$ cat config.mk
export PLATFORM = sky130hd
export DESIGN_NAME = sdram_bank_command_rules
export DESIGN_NICKNAME = d
export VERILOG_FILES = /design/src/verilog/sdram_cmd_pkg.sv /design/src/verilog/bank_tracker.sv /design/src/verilog/sdram_bank_command_rules.sv
export SDC_FILE = /design/constraint.sdc
export NUM_CORES = 1
export LEC_CHECK = 0
export BUFFER_PORTS_ARGS = -buffer_cell sky130_fd_sc_hd__clkbuf_2
export CORE_MARGIN = 2
export CORE_UTILIZATION = 50
export CTS_CLUSTER_DIAMETER = 60
export CTS_CLUSTER_SIZE = 8
export DETAILED_ROUTE_END_ITERATION = 8
export PLACE_DENSITY_LB_ADDON = 0.12
export SLEW_MARGIN = 20
export SYNTH_ARGS = -nofsm -noshare
export SYNTH_HDL_FRONTEND = slang
export SYNTH_SLANG_ARGS = --single-unit
$ cat constraint.sdc
create_clock -name clk_in -period 3.68 [get_ports clk_in]
set_clock_uncertainty 0.05 [all_clocks]
set_input_delay 0.736 -clock clk_in [delete_from_list [all_inputs] [get_ports clk_in]]
set_output_delay 0.736 -clock clk_in [all_outputs]
set_load 0.02 [all_outputs]
$ cat src/verilog/sdram_cmd_pkg.sv
// Shared constants, states and timing counts for the bank command tracker
package sdram_cmd_pkg;
   // Clock period in picoseconds (100 MHz)
   localparam int CLK_PERIOD_PS = 10000;

   // Device timing figures in picoseconds; only write recovery is fixed by the part
   localparam int WRITE_RECOVERY_TIME_PS = 14000;
   localparam int ROW_CYCLE_TIME_PS = 67500;
   localparam int ACT_TO_COL_TIME_PS = 22500;
   localparam int PRECHARGE_TIME_PS = 22500;
   localparam int MODE_SET_TIME_PS = 15000;

   // Least times round up to whole cycles; write recovery never below two
   localparam int WR_CYC_RAW = (WRITE_RECOVERY_TIME_PS + CLK_PERIOD_PS - 1) / CLK_PERIOD_PS;
   localparam int WR_CYC_MIN = 2;
   localparam int WR_CYC = (WR_CYC_RAW > WR_CYC_MIN) ? WR_CYC_RAW : WR_CYC_MIN;
   localparam int RC_CYC = (ROW_CYCLE_TIME_PS + CLK_PERIOD_PS - 1) / CLK_PERIOD_PS;
   localparam int RCD_CYC = (ACT_TO_COL_TIME_PS + CLK_PERIOD_PS - 1) / CLK_PERIOD_PS;
   localparam int RP_CYC = (PRECHARGE_TIME_PS + CLK_PERIOD_PS - 1) / CLK_PERIOD_PS;
   localparam int MRD_CYC = (MODE_SET_TIME_PS + CLK_PERIOD_PS - 1) / CLK_PERIOD_PS;
   localparam int BURST_LEN = 4;

   // Down-counter loads (count reaches zero on the last cycle)
   localparam int CNT_W = 8;
   localparam logic [CNT_W-1:0] CNT_ZERO = 8'h00;
   localparam logic [CNT_W-1:0] LD_RC = CNT_W'(RC_CYC - 1);
   localparam logic [CNT_W-1:0] LD_RCD = CNT_W'(RCD_CYC - 1);
   localparam logic [CNT_W-1:0] LD_RP = CNT_W'(RP_CYC - 1);
   localparam logic [CNT_W-1:0] LD_WR_RP = CNT_W'(WR_CYC + RP_CYC - 1);
   localparam logic [CNT_W-1:0] LD_MRD = CNT_W'(MRD_CYC - 1);
   localparam logic [CNT_W-1:0] LD_BURST = CNT_W'(BURST_LEN - 1);

   // Bank count and row-strobe / column-strobe / write-enable command codes
   localparam int NUM_BANKS = 4;
   localparam int BANK_W = 2;
   localparam logic [2:0] CODE_NOP = 3'h7;
   localparam logic [2:0] CODE_ACTIVE = 3'h3;
   localparam logic [2:0] CODE_READ = 3'h5;
   localparam logic [2:0] CODE_WRITE = 3'h4;
   localparam logic [2:0] CODE_PRECHARGE = 3'h2;
   localparam logic [2:0] CODE_REFRESH = 3'h1;
   localparam logic [2:0] CODE_MODE_SET = 3'h0;
   localparam logic [2:0] CODE_BURST_STOP = 3'h6;

   // Per-bank state, one-hot
   localparam int BANK_ST_W = 6;
   typedef enum logic [BANK_ST_W-1:0] {
      BANK_IDLE = 6'h01,
      BANK_ACTIVATING = 6'h02,
      BANK_ACTIVE = 6'h04,
      BANK_READING = 6'h08,
      BANK_WRITING = 6'h10,
      BANK_PRECHARGING = 6'h20
   } bank_state_t;

   // Device-wide state, one-hot
   typedef enum logic [5:0] {
      DEV_NORMAL = 6'h01,
      DEV_REFRESHING = 6'h02,
      DEV_MODE_SETTING = 6'h04,
      DEV_SELF_REFRESH = 6'h08,
      DEV_SELF_REFRESH_EXIT = 6'h10,
      DEV_POWER_DOWN = 6'h20
   } dev_state_t;
endpackage : sdram_cmd_pkg
$ cat src/verilog/bank_tracker.sv
// One bank's row and burst state with its timing counter
`timescale 1ns/1ps
module bank_tracker (
   input wire logic clk_in,
   input wire logic srst_in,
   input wire logic activate_in,
   input wire logic read_in,
   input wire logic write_in,
   input wire logic auto_close_row_in,
   input wire logic precharge_in,
   input wire logic burst_stop_in,
   input wire logic interrupt_in,
   output sdram_cmd_pkg::bank_state_t state_out
);
   logic [sdram_cmd_pkg::CNT_W-1:0] cnt_reg;
   logic auto_reg;
   logic cnt_done;

   assign cnt_done = (cnt_reg == sdram_cmd_pkg::CNT_ZERO);

   // Bank state and its timer; own commands outrank a cut from another bank
   always_ff @(posedge clk_in) begin
      if (srst_in) begin
         state_out <= sdram_cmd_pkg::BANK_IDLE;
         cnt_reg <= sdram_cmd_pkg::CNT_ZERO;
         auto_reg <= 1'b0;
      end else begin
         if (!cnt_done) begin
            cnt_reg <= cnt_reg - 1'b1;
         end
         case (state_out)
            sdram_cmd_pkg::BANK_IDLE: begin
               if (activate_in) begin
                  state_out <= sdram_cmd_pkg::BANK_ACTIVATING;
                  cnt_reg <= sdram_cmd_pkg::LD_RCD;
               end
            end
            sdram_cmd_pkg::BANK_ACTIVATING: begin
               if (precharge_in) begin
                  state_out <= sdram_cmd_pkg::BANK_PRECHARGING;
                  cnt_reg <= sdram_cmd_pkg::LD_RP;
               end else if (cnt_done) begin
                  state_out <= sdram_cmd_pkg::BANK_ACTIVE;
               end
            end
            sdram_cmd_pkg::BANK_ACTIVE,
            sdram_cmd_pkg::BANK_READING,
            sdram_cmd_pkg::BANK_WRITING: begin
               if (read_in || write_in) begin
                  state_out <= read_in ? sdram_cmd_pkg::BANK_READING
                                       : sdram_cmd_pkg::BANK_WRITING;
                  cnt_reg <= sdram_cmd_pkg::LD_BURST;
                  auto_reg <= auto_close_row_in;
               end else if (precharge_in) begin
                  state_out <= sdram_cmd_pkg::BANK_PRECHARGING;
                  cnt_reg <= sdram_cmd_pkg::LD_RP;
               end else if (state_out != sdram_cmd_pkg::BANK_ACTIVE &&
                            (burst_stop_in || interrupt_in || cnt_done)) begin
                  // Burst over; an auto-close burst starts closing here
                  if (auto_reg) begin
                     state_out <= sdram_cmd_pkg::BANK_PRECHARGING;
                     // Written data needs recovery before the row can close
                     cnt_reg <= (state_out == sdram_cmd_pkg::BANK_WRITING)
                                ? sdram_cmd_pkg::LD_WR_RP : sdram_cmd_pkg::LD_RP;
                  end else begin
                     state_out <= sdram_cmd_pkg::BANK_ACTIVE;
                  end
               end
            end
            sdram_cmd_pkg::BANK_PRECHARGING: begin
               if (cnt_done) begin
                  state_out <= sdram_cmd_pkg::BANK_IDLE;
                  auto_reg <= 1'b0;
               end
            end
            default: begin
               state_out <= sdram_cmd_pkg::BANK_IDLE;
            end
         endcase
      end
   end
endmodule : bank_tracker

$ cat src/verilog/sdram_bank_command_rules.sv
// Command decoder and bank state tracker at the command pins of a four-bank SDRAM
//
// What this block does
// - Commands count only with clock enable high twice, except self refresh entry on clock enable falling
// - Burst stop acts on the running burst only
// - Interrupted auto-close burst starts closing its bank
// - Clock enable sampled each edge with previous level
// - Chip select high is deselect, operation continues
// - No-op command continues operation in progress
`timescale 1ns/1ps
module sdram_bank_command_rules (
   input wire logic clk_in,
   input wire logic srst_in,
   input wire logic cke_in,
   input wire logic cs_n_in,
   input wire logic ras_n_in,
   input wire logic cas_n_in,
   input wire logic we_n_in,
   input wire logic [1:0] bank_in,
   input wire logic auto_close_row_in,
   output logic [23:0] bank_state_out,
   output logic all_idle_out,
   output logic [1:0] burst_bank_out,
   output logic [3:0] close_start_out,
   output logic illegal_cmd_out,
   output logic power_down_out,
   output logic self_refresh_out,
   output logic busy_out
);
   sdram_cmd_pkg::dev_state_t dev_reg;
   sdram_cmd_pkg::bank_state_t bank_state [sdram_cmd_pkg::NUM_BANKS];
   logic cke_prev_reg;
   logic [sdram_cmd_pkg::CNT_W-1:0] dev_cnt_reg;
   logic [sdram_cmd_pkg::BANK_W-1:0] burst_bank_reg;
   logic [2:0] code;
   logic cmd_ok;
   // Decoded commands, already qualified by clock enable and chip select
   logic do_act, do_rd, do_wr, do_pre, do_ref, do_mrs, do_stop;
   logic all_idle, any_burst, sr_entry, pd_entry, ref_bad, bank_bad;
   // Per-bank strobes and status vectors, one bit per bank
   logic [sdram_cmd_pkg::NUM_BANKS-1:0] act_v, rd_v, wr_v, pre_v, stop_v, cut_v;
   logic [sdram_cmd_pkg::NUM_BANKS-1:0] idle_v, burst_v, close_v, bad_v;

   // Previous clock enable level, sampled every edge
   always_ff @(posedge clk_in) begin
      if (srst_in) begin
         cke_prev_reg <= 1'b0;
      end else begin
         cke_prev_reg <= cke_in;
      end
   end

   // Command decode; deselect and no-op fall through and change nothing
   assign code = {ras_n_in, cas_n_in, we_n_in};
   assign cmd_ok = cke_prev_reg && cke_in && !cs_n_in &&
                   (dev_reg == sdram_cmd_pkg::DEV_NORMAL);
   assign do_act = cmd_ok && (code == sdram_cmd_pkg::CODE_ACTIVE);
   assign do_rd = cmd_ok && (code == sdram_cmd_pkg::CODE_READ);
   assign do_wr = cmd_ok && (code == sdram_cmd_pkg::CODE_WRITE);
   assign do_pre = cmd_ok && (code == sdram_cmd_pkg::CODE_PRECHARGE);
   assign do_ref = cmd_ok && (code == sdram_cmd_pkg::CODE_REFRESH) && all_idle;
   assign do_mrs = cmd_ok && (code == sdram_cmd_pkg::CODE_MODE_SET) && all_idle;
   assign do_stop = cmd_ok && (code == sdram_cmd_pkg::CODE_BURST_STOP);
   // No-op code matches none of the strobes above and so does nothing

   // Self refresh entry: refresh code with clock enable falling; else power down
   assign sr_entry = cke_prev_reg && !cke_in && !cs_n_in && all_idle &&
                     (code == sdram_cmd_pkg::CODE_REFRESH);
   // A running burst blocks power down; the burst simply carries on
   assign pd_entry = cke_prev_reg && !cke_in && !sr_entry && !any_burst;

   // Per-bank strobes and status
   genvar b;
   generate
      for (b = 0; b < sdram_cmd_pkg::NUM_BANKS; b++) begin : g_bank
         logic hit;
         logic closed_row;
         assign hit = (bank_in == sdram_cmd_pkg::BANK_W'(b));
         assign act_v[b] = do_act && hit;
         assign rd_v[b] = do_rd && hit;
         assign wr_v[b] = do_wr && hit;
         // Row address bit selects all banks on precharge
         assign pre_v[b] = do_pre && (hit || auto_close_row_in);
         // Burst stop goes to the latest burst, whatever bank was named
         assign stop_v[b] = do_stop && (burst_bank_reg == sdram_cmd_pkg::BANK_W'(b));
         // A legal read or write elsewhere cuts this bank's burst; a refused
         // access executes nothing, so other bursts keep running
         assign cut_v[b] = (do_rd || do_wr) && !hit && !bank_bad;
         // Status of this bank as the decoder sees it ahead of the edge
         assign idle_v[b] = (bank_state[b] == sdram_cmd_pkg::BANK_IDLE);
         assign burst_v[b] = (bank_state[b] == sdram_cmd_pkg::BANK_READING) ||
                             (bank_state[b] == sdram_cmd_pkg::BANK_WRITING);
         // Any burst that is cut ahead of its end pulses here; an auto-close one begins closing now
         assign close_v[b] = burst_v[b] && cut_v[b] && !pre_v[b];
         // No row open yet, or one already closing, takes no column access
         assign closed_row = idle_v[b] ||
                             (bank_state[b] == sdram_cmd_pkg::BANK_ACTIVATING) ||
                             (bank_state[b] == sdram_cmd_pkg::BANK_PRECHARGING);
         // Bank-level illegal pairs: activate on a bank not idle, access on closed row
         assign bad_v[b] = (act_v[b] && !idle_v[b]) ||
                           ((rd_v[b] || wr_v[b]) && closed_row);

         bank_tracker u_bank (
            .clk_in(clk_in),
            .srst_in(srst_in),
            .activate_in(act_v[b] && idle_v[b]),
            .read_in(rd_v[b] && !bad_v[b]),
            .write_in(wr_v[b] && !bad_v[b]),
            .auto_close_row_in(auto_close_row_in),
            .precharge_in(pre_v[b]),
            .burst_stop_in(stop_v[b]),
            .interrupt_in(cut_v[b]),
            .state_out(bank_state[b])
         );
         assign bank_state_out[b*sdram_cmd_pkg::BANK_ST_W +: sdram_cmd_pkg::BANK_ST_W] =
            bank_state[b];
      end
   endgenerate

   // Device-wide summaries of the bank states
   assign all_idle = &idle_v;
   assign any_burst = |burst_v;
   assign ref_bad = cmd_ok && !all_idle && ((code == sdram_cmd_pkg::CODE_REFRESH) ||
                    (code == sdram_cmd_pkg::CODE_MODE_SET));
   assign bank_bad = |bad_v;

   // Bank of the most recent burst, the target of a later burst stop;
   // a refused access starts no burst, so it must not move the target
   always_ff @(posedge clk_in) begin
      if (srst_in) begin
         burst_bank_reg <= '0;
      end else if ((do_rd || do_wr) && !bank_bad) begin
         burst_bank_reg <= bank_in;
      end
   end
   assign burst_bank_out = burst_bank_reg;

   // Device-wide state: refresh, mode set, power down and self refresh
   always_ff @(posedge clk_in) begin
      if (srst_in) begin
         dev_reg <= sdram_cmd_pkg::DEV_NORMAL;
         dev_cnt_reg <= sdram_cmd_pkg::CNT_ZERO;
      end else begin
         if (dev_cnt_reg != sdram_cmd_pkg::CNT_ZERO) begin
            dev_cnt_reg <= dev_cnt_reg - 1'b1;
         end
         case (dev_reg)
            sdram_cmd_pkg::DEV_NORMAL: begin
               // Self refresh entry outranks power down; both need clock enable falling
               if (sr_entry) begin
                  dev_reg <= sdram_cmd_pkg::DEV_SELF_REFRESH;
               end else if (pd_entry) begin
                  dev_reg <= sdram_cmd_pkg::DEV_POWER_DOWN;
               end else if (do_ref) begin
                  dev_reg <= sdram_cmd_pkg::DEV_REFRESHING;
                  dev_cnt_reg <= sdram_cmd_pkg::LD_RC;
               end else if (do_mrs) begin
                  dev_reg <= sdram_cmd_pkg::DEV_MODE_SETTING;
                  dev_cnt_reg <= sdram_cmd_pkg::LD_MRD;
               end
            end
            sdram_cmd_pkg::DEV_REFRESHING,
            sdram_cmd_pkg::DEV_MODE_SETTING,
            sdram_cmd_pkg::DEV_SELF_REFRESH_EXIT: begin
               // Commands here are dropped; only deselect or no-op are expected
               if (dev_cnt_reg == sdram_cmd_pkg::CNT_ZERO) begin
                  dev_reg <= sdram_cmd_pkg::DEV_NORMAL;
               end
            end
            sdram_cmd_pkg::DEV_SELF_REFRESH: begin
               // Row cycle time must pass after exit before commands count
               if (cke_in) begin
                  dev_reg <= sdram_cmd_pkg::DEV_SELF_REFRESH_EXIT;
                  dev_cnt_reg <= sdram_cmd_pkg::LD_RC;
               end
            end
            sdram_cmd_pkg::DEV_POWER_DOWN: begin
               // Exit on clock enable high; the command on that edge is not taken
               if (cke_in) begin
                  dev_reg <= sdram_cmd_pkg::DEV_NORMAL;
               end
            end
            default: begin
               dev_reg <= sdram_cmd_pkg::DEV_NORMAL;
            end
         endcase
      end
   end

   // Registered status; these lag the bank state by one cycle
   always_ff @(posedge clk_in) begin
      if (srst_in) begin
         all_idle_out <= 1'b1;
         close_start_out <= '0;
         illegal_cmd_out <= 1'b0;
         power_down_out <= 1'b0;
         self_refresh_out <= 1'b0;
         busy_out <= 1'b0;
      end else begin
         all_idle_out <= all_idle;
         // Pulses stand for one cycle only, just after the command edge
         close_start_out <= close_v;
         illegal_cmd_out <= ref_bad || bank_bad;
         // Levels decoded from the device state, one cycle late
         power_down_out <= (dev_reg == sdram_cmd_pkg::DEV_POWER_DOWN);
         self_refresh_out <= (dev_reg == sdram_cmd_pkg::DEV_SELF_REFRESH);
         busy_out <= (dev_reg == sdram_cmd_pkg::DEV_REFRESHING) ||
                     (dev_reg == sdram_cmd_pkg::DEV_MODE_SETTING) ||
                     (dev_reg == sdram_cmd_pkg::DEV_SELF_REFRESH_EXIT);
      end
   end
endmodule : sdram_bank_command_rules

# ---- After elaboration in Yosys (flattened, before gate mapping)
# Cells that the tools add are included.
dict set report totals {
  ff_bits 86
  latchBits 0
  ram_bits 0
  romBits 0
  in_bits 10
  out_inout_bits 35
  wordCells 374
  memories 0
}
dict set report classes {
  n_addsub 5
  n_mul 0
  div 0
  order_cmp 0
  n_eq_ne 70
  shifts 0
  n_mux 103
  bitwise_logic 0
  n_reduce_logical 174
}
# op n
set op_table {}
lappend op_table {{2-to-1 mux 8 bit} 34}
lappend op_table {{2-to-1 mux 6 bit} 39}
lappend op_table {{one-hot mux 6 bit (4 select lines)} 5}
lappend op_table {{one-hot mux 8 bit (3 select lines)} 4}
lappend op_table {{logical AND 1 bit} 81}
lappend op_table {{logical OR 1 bit} 41}
lappend op_table {{logical NOT 8 bit} 5}
lappend op_table {{subtractor 8 x 1 -> 8 bit, second input constant} 5}
lappend op_table {{== test 6 x 1 -> 1 bit, second input constant} 5}
lappend op_table {{== test 6 x 2 -> 1 bit, second input constant} 5}
lappend op_table {{== test 6 x 3 -> 1 bit, second input constant} 5}
lappend op_table {{== test 6 x 4 -> 1 bit, second input constant} 5}
lappend op_table {{== test 6 x 5 -> 1 bit, second input constant} 5}
lappend op_table {{== test 6 bit, second input constant} 5}
lappend op_table {{inequality test 2 x 1 -> 1 bit, second input constant} 12}
lappend op_table {{inequality test 6 x 3 -> 1 bit, second input constant} 4}
lappend op_table {{AND reduction 4 bit} 6}
lappend op_table {{logical NOT 1 bit} 22}
lappend op_table {{2-to-1 mux 5 bit} 4}
lappend op_table {{inequality test 4 x 1 -> 1 bit, second input constant} 4}
lappend op_table {{one-hot mux 8 bit (2 select lines)} 1}
lappend op_table {{OR reduction 3 bit} 5}
lappend op_table {{2-to-1 mux 3 bit} 4}
lappend op_table {{inequality test 3 x 1 -> 1 bit, second input constant} 4}
lappend op_table {{other kinds (15)} 42}

# ---- Depth between registers and ports, before layout
dict set report logic_depth {
  ltp_word 18
  ltp_mapped 11
  depth_no_buf 9
}

# ---- Modules after synthesis
# Synthesis repeated with hierarchy kept, for this count alone.
dict set report unflattened {
  cells_unflattened 704
  hier_area_um2 5808.1
}
# mod instances cells_each area_per_inst_um2 seq_area_each_um2
set by_module_without_submodules {}
lappend by_module_without_submodules {{bank_tracker (g_bank[0].u_bank ...)} 3 110 948.4 300.3}
lappend by_module_without_submodules {sdram_bank_command_rules 1 254 2040.7 520.5}
lappend by_module_without_submodules {{bank_tracker (g_bank[2].u_bank)} 1 120 922.1 300.3}

# ---- Worst setup path after synthesis
# Ideal clock, no wire load.
dict set report synth_timing {
  path_type {input to register}
  start {input port bank_in[0]}
  end {register g_bank[0].u_bank.cnt_reg[1] (netlist bit)}
  setup_ns 0.116
  t_arrival_ns 2.877
  required_time_ns 3.514
  setup_slack_ns 0.637
  cell_stages 8
  n_path_buf 0
  cell_sequence {or3b_2 > o22ai_1 > o32ai_1 > a222oi_1 > a31o_2 > nand3_4 > or4_1 > o211a_1}
}
dict set report synth_between {
  elab_chain_cells 15
  elab_cells_between_ends 53
  classes_between {eq/ne (3); mux (6); reduce/logical (44)}
}
# item line
set synth_lines {}
lappend synth_lines {{from (decl)} sdram_bank_command_rules.sv:19} ;# input wire logic [1:0] bank_in,
lappend synth_lines {{== test 2 x 1 -> 1 bit (tied with other cells)} sdram_bank_command_rules.sv:78} ;# assign hit = (bank_in == sdram_cmd_pkg::BANK_W'(b));
lappend synth_lines {{logical AND 1 bit, on equally long branches} {sdram_bank_command_rules.sv:80, sdram_bank_command_rules.sv:81}}
lappend synth_lines {{logical OR 1 bit} sdram_bank_command_rules.sv:101} ;# ((rd_v[b] || wr_v[b]) && closed_row);
lappend synth_lines {{logical AND 1 bit} sdram_bank_command_rules.sv:101}
lappend synth_lines {{logical OR 1 bit} sdram_bank_command_rules.sv:100} ;# assign bad_v[b] = (act_v[b] && !idle_v[b]) ||
lappend synth_lines {{OR reduction 4 bit} sdram_bank_command_rules.sv:125} ;# assign bank_bad = |bad_v;
lappend synth_lines {{logical NOT 1 bit} sdram_bank_command_rules.sv:88} ;# assign cut_v[b] = (do_rd || do_wr) && !hit && !bank_bad;
lappend synth_lines {{logical AND 1 bit} sdram_bank_command_rules.sv:88}
lappend synth_lines {{logical OR 1 bit (2 in a row)} bank_tracker.sv:58} ;# (burst_stop_in || interrupt_in || cnt_done)) begin
lappend synth_lines {{logical AND 1 bit} bank_tracker.sv:57} ;# end else if (state_out != sdram_cmd_pkg::BANK_ACTIVE &&
lappend synth_lines {{2-to-1 mux 8 bit} bank_tracker.sv:57}
lappend synth_lines {{2-to-1 mux 8 bit} bank_tracker.sv:54} ;# end else if (precharge_in) begin
lappend synth_lines {{2-to-1 mux 8 bit} bank_tracker.sv:49} ;# if (read_in || write_in) begin
lappend synth_lines {{one-hot mux 8 bit (3 select lines) *} bank_tracker.sv:31} ;# case (state_out)
lappend synth_lines {{to (signal assigned)} bank_tracker.sv:35} ;# cnt_reg <= sdram_cmd_pkg::LD_RCD;
lappend synth_lines {{to (signal assigned)} bank_tracker.sv:52} ;# cnt_reg <= sdram_cmd_pkg::LD_BURST;
lappend synth_lines {{to (signal assigned)} bank_tracker.sv:56} ;# cnt_reg <= sdram_cmd_pkg::LD_RP;
lappend synth_lines {{to (decl)} bank_tracker.sv:15} ;# logic [sdram_cmd_pkg::CNT_W-1:0] cnt_reg;
# Every way passes the cells marked *; elsewhere a longest branch is shown, timed or not.
# A chain may end at the register's enable or synchronous reset.

# ---- Worst setup path after layout
dict set report layout_timing {
  start {register dev_reg[3]}
  end {register g_bank[0].u_bank.cnt_reg[5] (netlist bit)}
}
dict set report layout_between {
  elab_chain_cells 17
  elab_cells_between_ends 56
  classes_between {eq/ne (1); mux (6); reduce/logical (49)}
}
# item line
set layout_lines {}
lappend layout_lines {{from (decl)} sdram_bank_command_rules.sv:30} ;# sdram_cmd_pkg::dev_state_t dev_reg;
lappend layout_lines {{from (signal assigned)} sdram_bank_command_rules.sv:141} ;# dev_reg <= sdram_cmd_pkg::DEV_NORMAL;
lappend layout_lines {{from (signal assigned)} sdram_bank_command_rules.sv:151} ;# dev_reg <= sdram_cmd_pkg::DEV_SELF_REFRESH;
lappend layout_lines {{from (signal assigned)} sdram_bank_command_rules.sv:153} ;# dev_reg <= sdram_cmd_pkg::DEV_POWER_DOWN;
lappend layout_lines {{== test 6 x 1 -> 1 bit *} sdram_bank_command_rules.sv:56} ;# (dev_reg == sdram_cmd_pkg::DEV_NORMAL);
lappend layout_lines {{logical AND 1 bit *} sdram_bank_command_rules.sv:55} ;# assign cmd_ok = cke_prev_reg && cke_in && !cs_n_in &&
lappend layout_lines {{logical AND 1 bit, on equally long branches} {sdram_bank_command_rules.sv:58, sdram_bank_command_rules.sv:59}}
lappend layout_lines {{logical AND 1 bit, on equally long branches} {sdram_bank_command_rules.sv:80, sdram_bank_command_rules.sv:81}}
lappend layout_lines {{logical OR 1 bit} sdram_bank_command_rules.sv:101}
lappend layout_lines {{logical AND 1 bit} sdram_bank_command_rules.sv:101}
lappend layout_lines {{logical OR 1 bit} sdram_bank_command_rules.sv:100}
lappend layout_lines {{OR reduction 4 bit} sdram_bank_command_rules.sv:125}
lappend layout_lines {{logical NOT 1 bit} sdram_bank_command_rules.sv:88}
lappend layout_lines {{logical AND 1 bit} sdram_bank_command_rules.sv:88}
lappend layout_lines {{logical OR 1 bit (2 in a row)} bank_tracker.sv:58}
lappend layout_lines {{logical AND 1 bit} bank_tracker.sv:57}
lappend layout_lines {{2-to-1 mux 8 bit} bank_tracker.sv:57}
lappend layout_lines {{2-to-1 mux 8 bit} bank_tracker.sv:54}
lappend layout_lines {{2-to-1 mux 8 bit} bank_tracker.sv:49}
lappend layout_lines {{one-hot mux 8 bit (3 select lines) *} bank_tracker.sv:31}
# Marked as above.

==> run_results.csv <==
group,metric,value,unit
sta,setup_viol,0,
layout,antenna_cells,0,
clock_tree,htree_levels,3,
layout,largest_reg_flops,32,
worst_setup_path,cp-startpoint,"dev_reg[3]",
worst_setup_path,cp.required,3.87,ns
power_and_ir_drop,irDropWorstVdd,401,uV
routing,viasPerCell,6.05,
logic_synthesis,synth_largest_area_cell,"dfxtp_1",
clock_tree,holdBufCountCts,0,
worst_setup_path,critPathArrivalTime,3.31,ns
clock_tree,cts.clk_slew.worst_paths,0.09,ns
placement,io_buffers,44,
sta,rsz0062_at_grt,"false",
logic_synthesis,netlist_area,5270,sq um
routing,drc,0,
routing,wire_per_inst,16.6,microns
floorplanning,die_x,107,microns
logic_synthesis,synth_most_common_cell,"dfxtp_1",
routing,drt_pass1_iterations,6,
layout,drive_gt1_share,13.1,%
grt,grt_pass1_vias,4854,
logic_synthesis,synthDistinctLibCells,69,
placement,hpwlAfterDp,10600,microns
worst_hold_path,worstHoldPathType,"flip-flop to flip-flop",
logic_synthesis,postSynthAreaPerCell,7.83,sq um
sta,max_freq,0.320,GHz
sta,final_max_slew_viol_count,0,
clock_tree,cts.path.max_buffers,2,
sta,tightestPinTransition,0.960,ns
layout,fin_util,56.9,%
routing,first_iter_violations,338,
clock_tree,postCtsSetupRepairBufs,0,
clock_tree,insertion_delay,0.37,ns
clock_tree,root_buffer,"clkbuf_8",
grt,grt_pass1_wl,23600,microns
grt,grt_antenna_before_repair,0,
sta,fin_setup_tns,0,ns
clock_tree,cts_sinks,86,
worst_setup_path,worstPathMaxFanout,8,
floorplanning,dieHeight,107,microns
flow_run,cap_violations,0,
sta,fin_crit,3.12,ns
clock_tree,cts_tree,"done",
logic_synthesis,synthAdderAreaFrac,2.37,%
logic_synthesis,yosys-top-cells-count,"86 x dfxtp_1, 78 x nor2_1, 62 x nand2_1",
logic_synthesis,synth_xor_area_share,7.31,%
worst_setup_path,startpoint_type,"flip-flop",
logic_synthesis,async_flop_share,0,%
grt,grt_max_degree,53,
worst_setup_path,endpoint_kind,"flip-flop",
logic_synthesis,synth_seq_area_share,32.7,%
logic_synthesis,synth_top_area_share,32.7,%
floorplanning,io_pins,45,
routing,routed_wl,14300,microns
logic_synthesis,synth_compound_area_share,20.2,%
logic_synthesis,syn-num-nets,693,
sta,slew_headroom,35.4,%
placement,place_congestion,0.923,
logic_synthesis,synthSimpleGateAreaFrac,33.2,%
worst_hold_path,hold_start,"g_bank[2].u_bank.auto_reg",
sta,fin_crit_sh,84.9,%
layout,num-nets-final,738,
grt,grt.overflow.total,0,
routing,route.vias.total,5197,
logic_synthesis,syn_inst,673,
clock_tree,post_cts_resized,0,
worst_setup_path,path_class,"flip-flop to flip-flop",
logic_synthesis,synth-seq-cells,86,
sta,hold_viol_final,0,
floorplanning,initial_utilization,51.3,%
worst_setup_path,r2r_start,"dev_reg[3]",
grt,track_usage,25.7,%
logic_synthesis,synth_top_family_by_area,"simple AND/OR/NAND/NOR gates",
routing,ant_nets,0,
floorplanning,num_rows,37,
logic_synthesis,yosys_warnings,0,
power_and_ir_drop,powerDensity,677,nW/um^2
logic_synthesis,synth_edf_count,0,
logic_synthesis,synth_mux_area_share,0.570,%
layout,syn_to_final_growth,11.0,%
logic_synthesis,synth.area.top_cells,"dfxtp_1 33%, nor2_1 5.6%, nand2_1 4.4%, xnor2_1 4.3%, a21oi_1 3.8%",
power_and_ir_drop,p_leak,0.00225,uW
clock_tree,cts-buffers-inserted,9,
logic_synthesis,synth_flop_cell,"dfxtp_1",
outcome,outcome,"finished clean",
floorplanning,dieArea,11400,sq um
floorplanning,fp.coreArea,10300,sq um
[metrics by stage]
stage / std cells / total power (uW) / setup WS, ns / hold slack [ns] / instance area (sq um)
final: 859 / 3960 / 0.555 / 0.415 / 5850
after global routing: 859 / 4300 / 0.187 / 0.455 / 5850
after CTS: 859 / 3960 / 0.607 / 0.417 / 5850
after detailed placement: 843 / 3270 / 0.392 / 0.406 / 5650
after global placement: 843 / 3210 / 0.453 / 0.394 / 5650
after floorplan: 673 / 2840 / 0.637 / 0.386 / 5270
[power breakdown]
group | leakage (uW) | internal [uW] | total [uW] | switching (uW)
logic | 0.00144 | 812 | 1930 | 1120
clock network | 0.000106 | 348 | 686 | 338
registers | 0.000703 | 1140 | 1340 | 196
[layout by cell type, fill, tap and decap left out, drive strengths merged, types with 13 or more instances in the layout]
cell and n:
o21ai 29, dfxtp 86, o211ai 13, inv 23, nor2 78, xor2 18
nor3 39, nand2b 14, clkbuf 56, nand2 62, buf 13, nand3 31
xnor2 26, a21oi 40, nor4 19
[area by class of cell]
type                       instances  area (sq um)
tap                              136           170
sequential                        86          1720
clock inverter                     4          45.0
multi-input combinational        541          3350
inverter                          23          86.3
fill                             965          4430
clock buffer                      12           155
timing repair buffer              57           318
[worst paths after layout]
path / endpoint / slack [ns] / cells past startpoint
worst min register to register: g_bank[2].u_bank.auto_reg / 0.41 / 2
worst max register to register: g_bank[0].u_bank.cnt_reg[5] / 0.56 / 7
worst max-delay path: g_bank[0].u_bank.cnt_reg[5] / 0.56 / 7
worst min-delay path: g_bank[2].u_bank.auto_reg / 0.41 / 2
[metal layers]
layer / vias up / GRT usage, % / wire length, microns
li1: 2565 / - / -
met1: 2414 / 35.1 / 6570
met2: 185 / 40.6 / 6500
met3: 33 / 3.47 / 813
met4: 0 / 11.4 / 387
met5: - / 0 / 0
[worst max-delay path, cell delays in order (launching register included)]
cell	delay, ns
dfxtp_1	0.40
or3b_1	0.50
nor3_1	0.39
nand2_1	0.28
nor3_1	0.67
nor2_1	0.13
a31oi_1	0.44
nor3_1	0.12
[cells by family after synthesis]
kind of cell / after synthesis
compound gates: 156
mux: 3
simple gates: 328
fa+ha+maj: 10
buf+inv: 46
xor+xnor: 44
flops: 86
(Power assumes the default switching activity.)
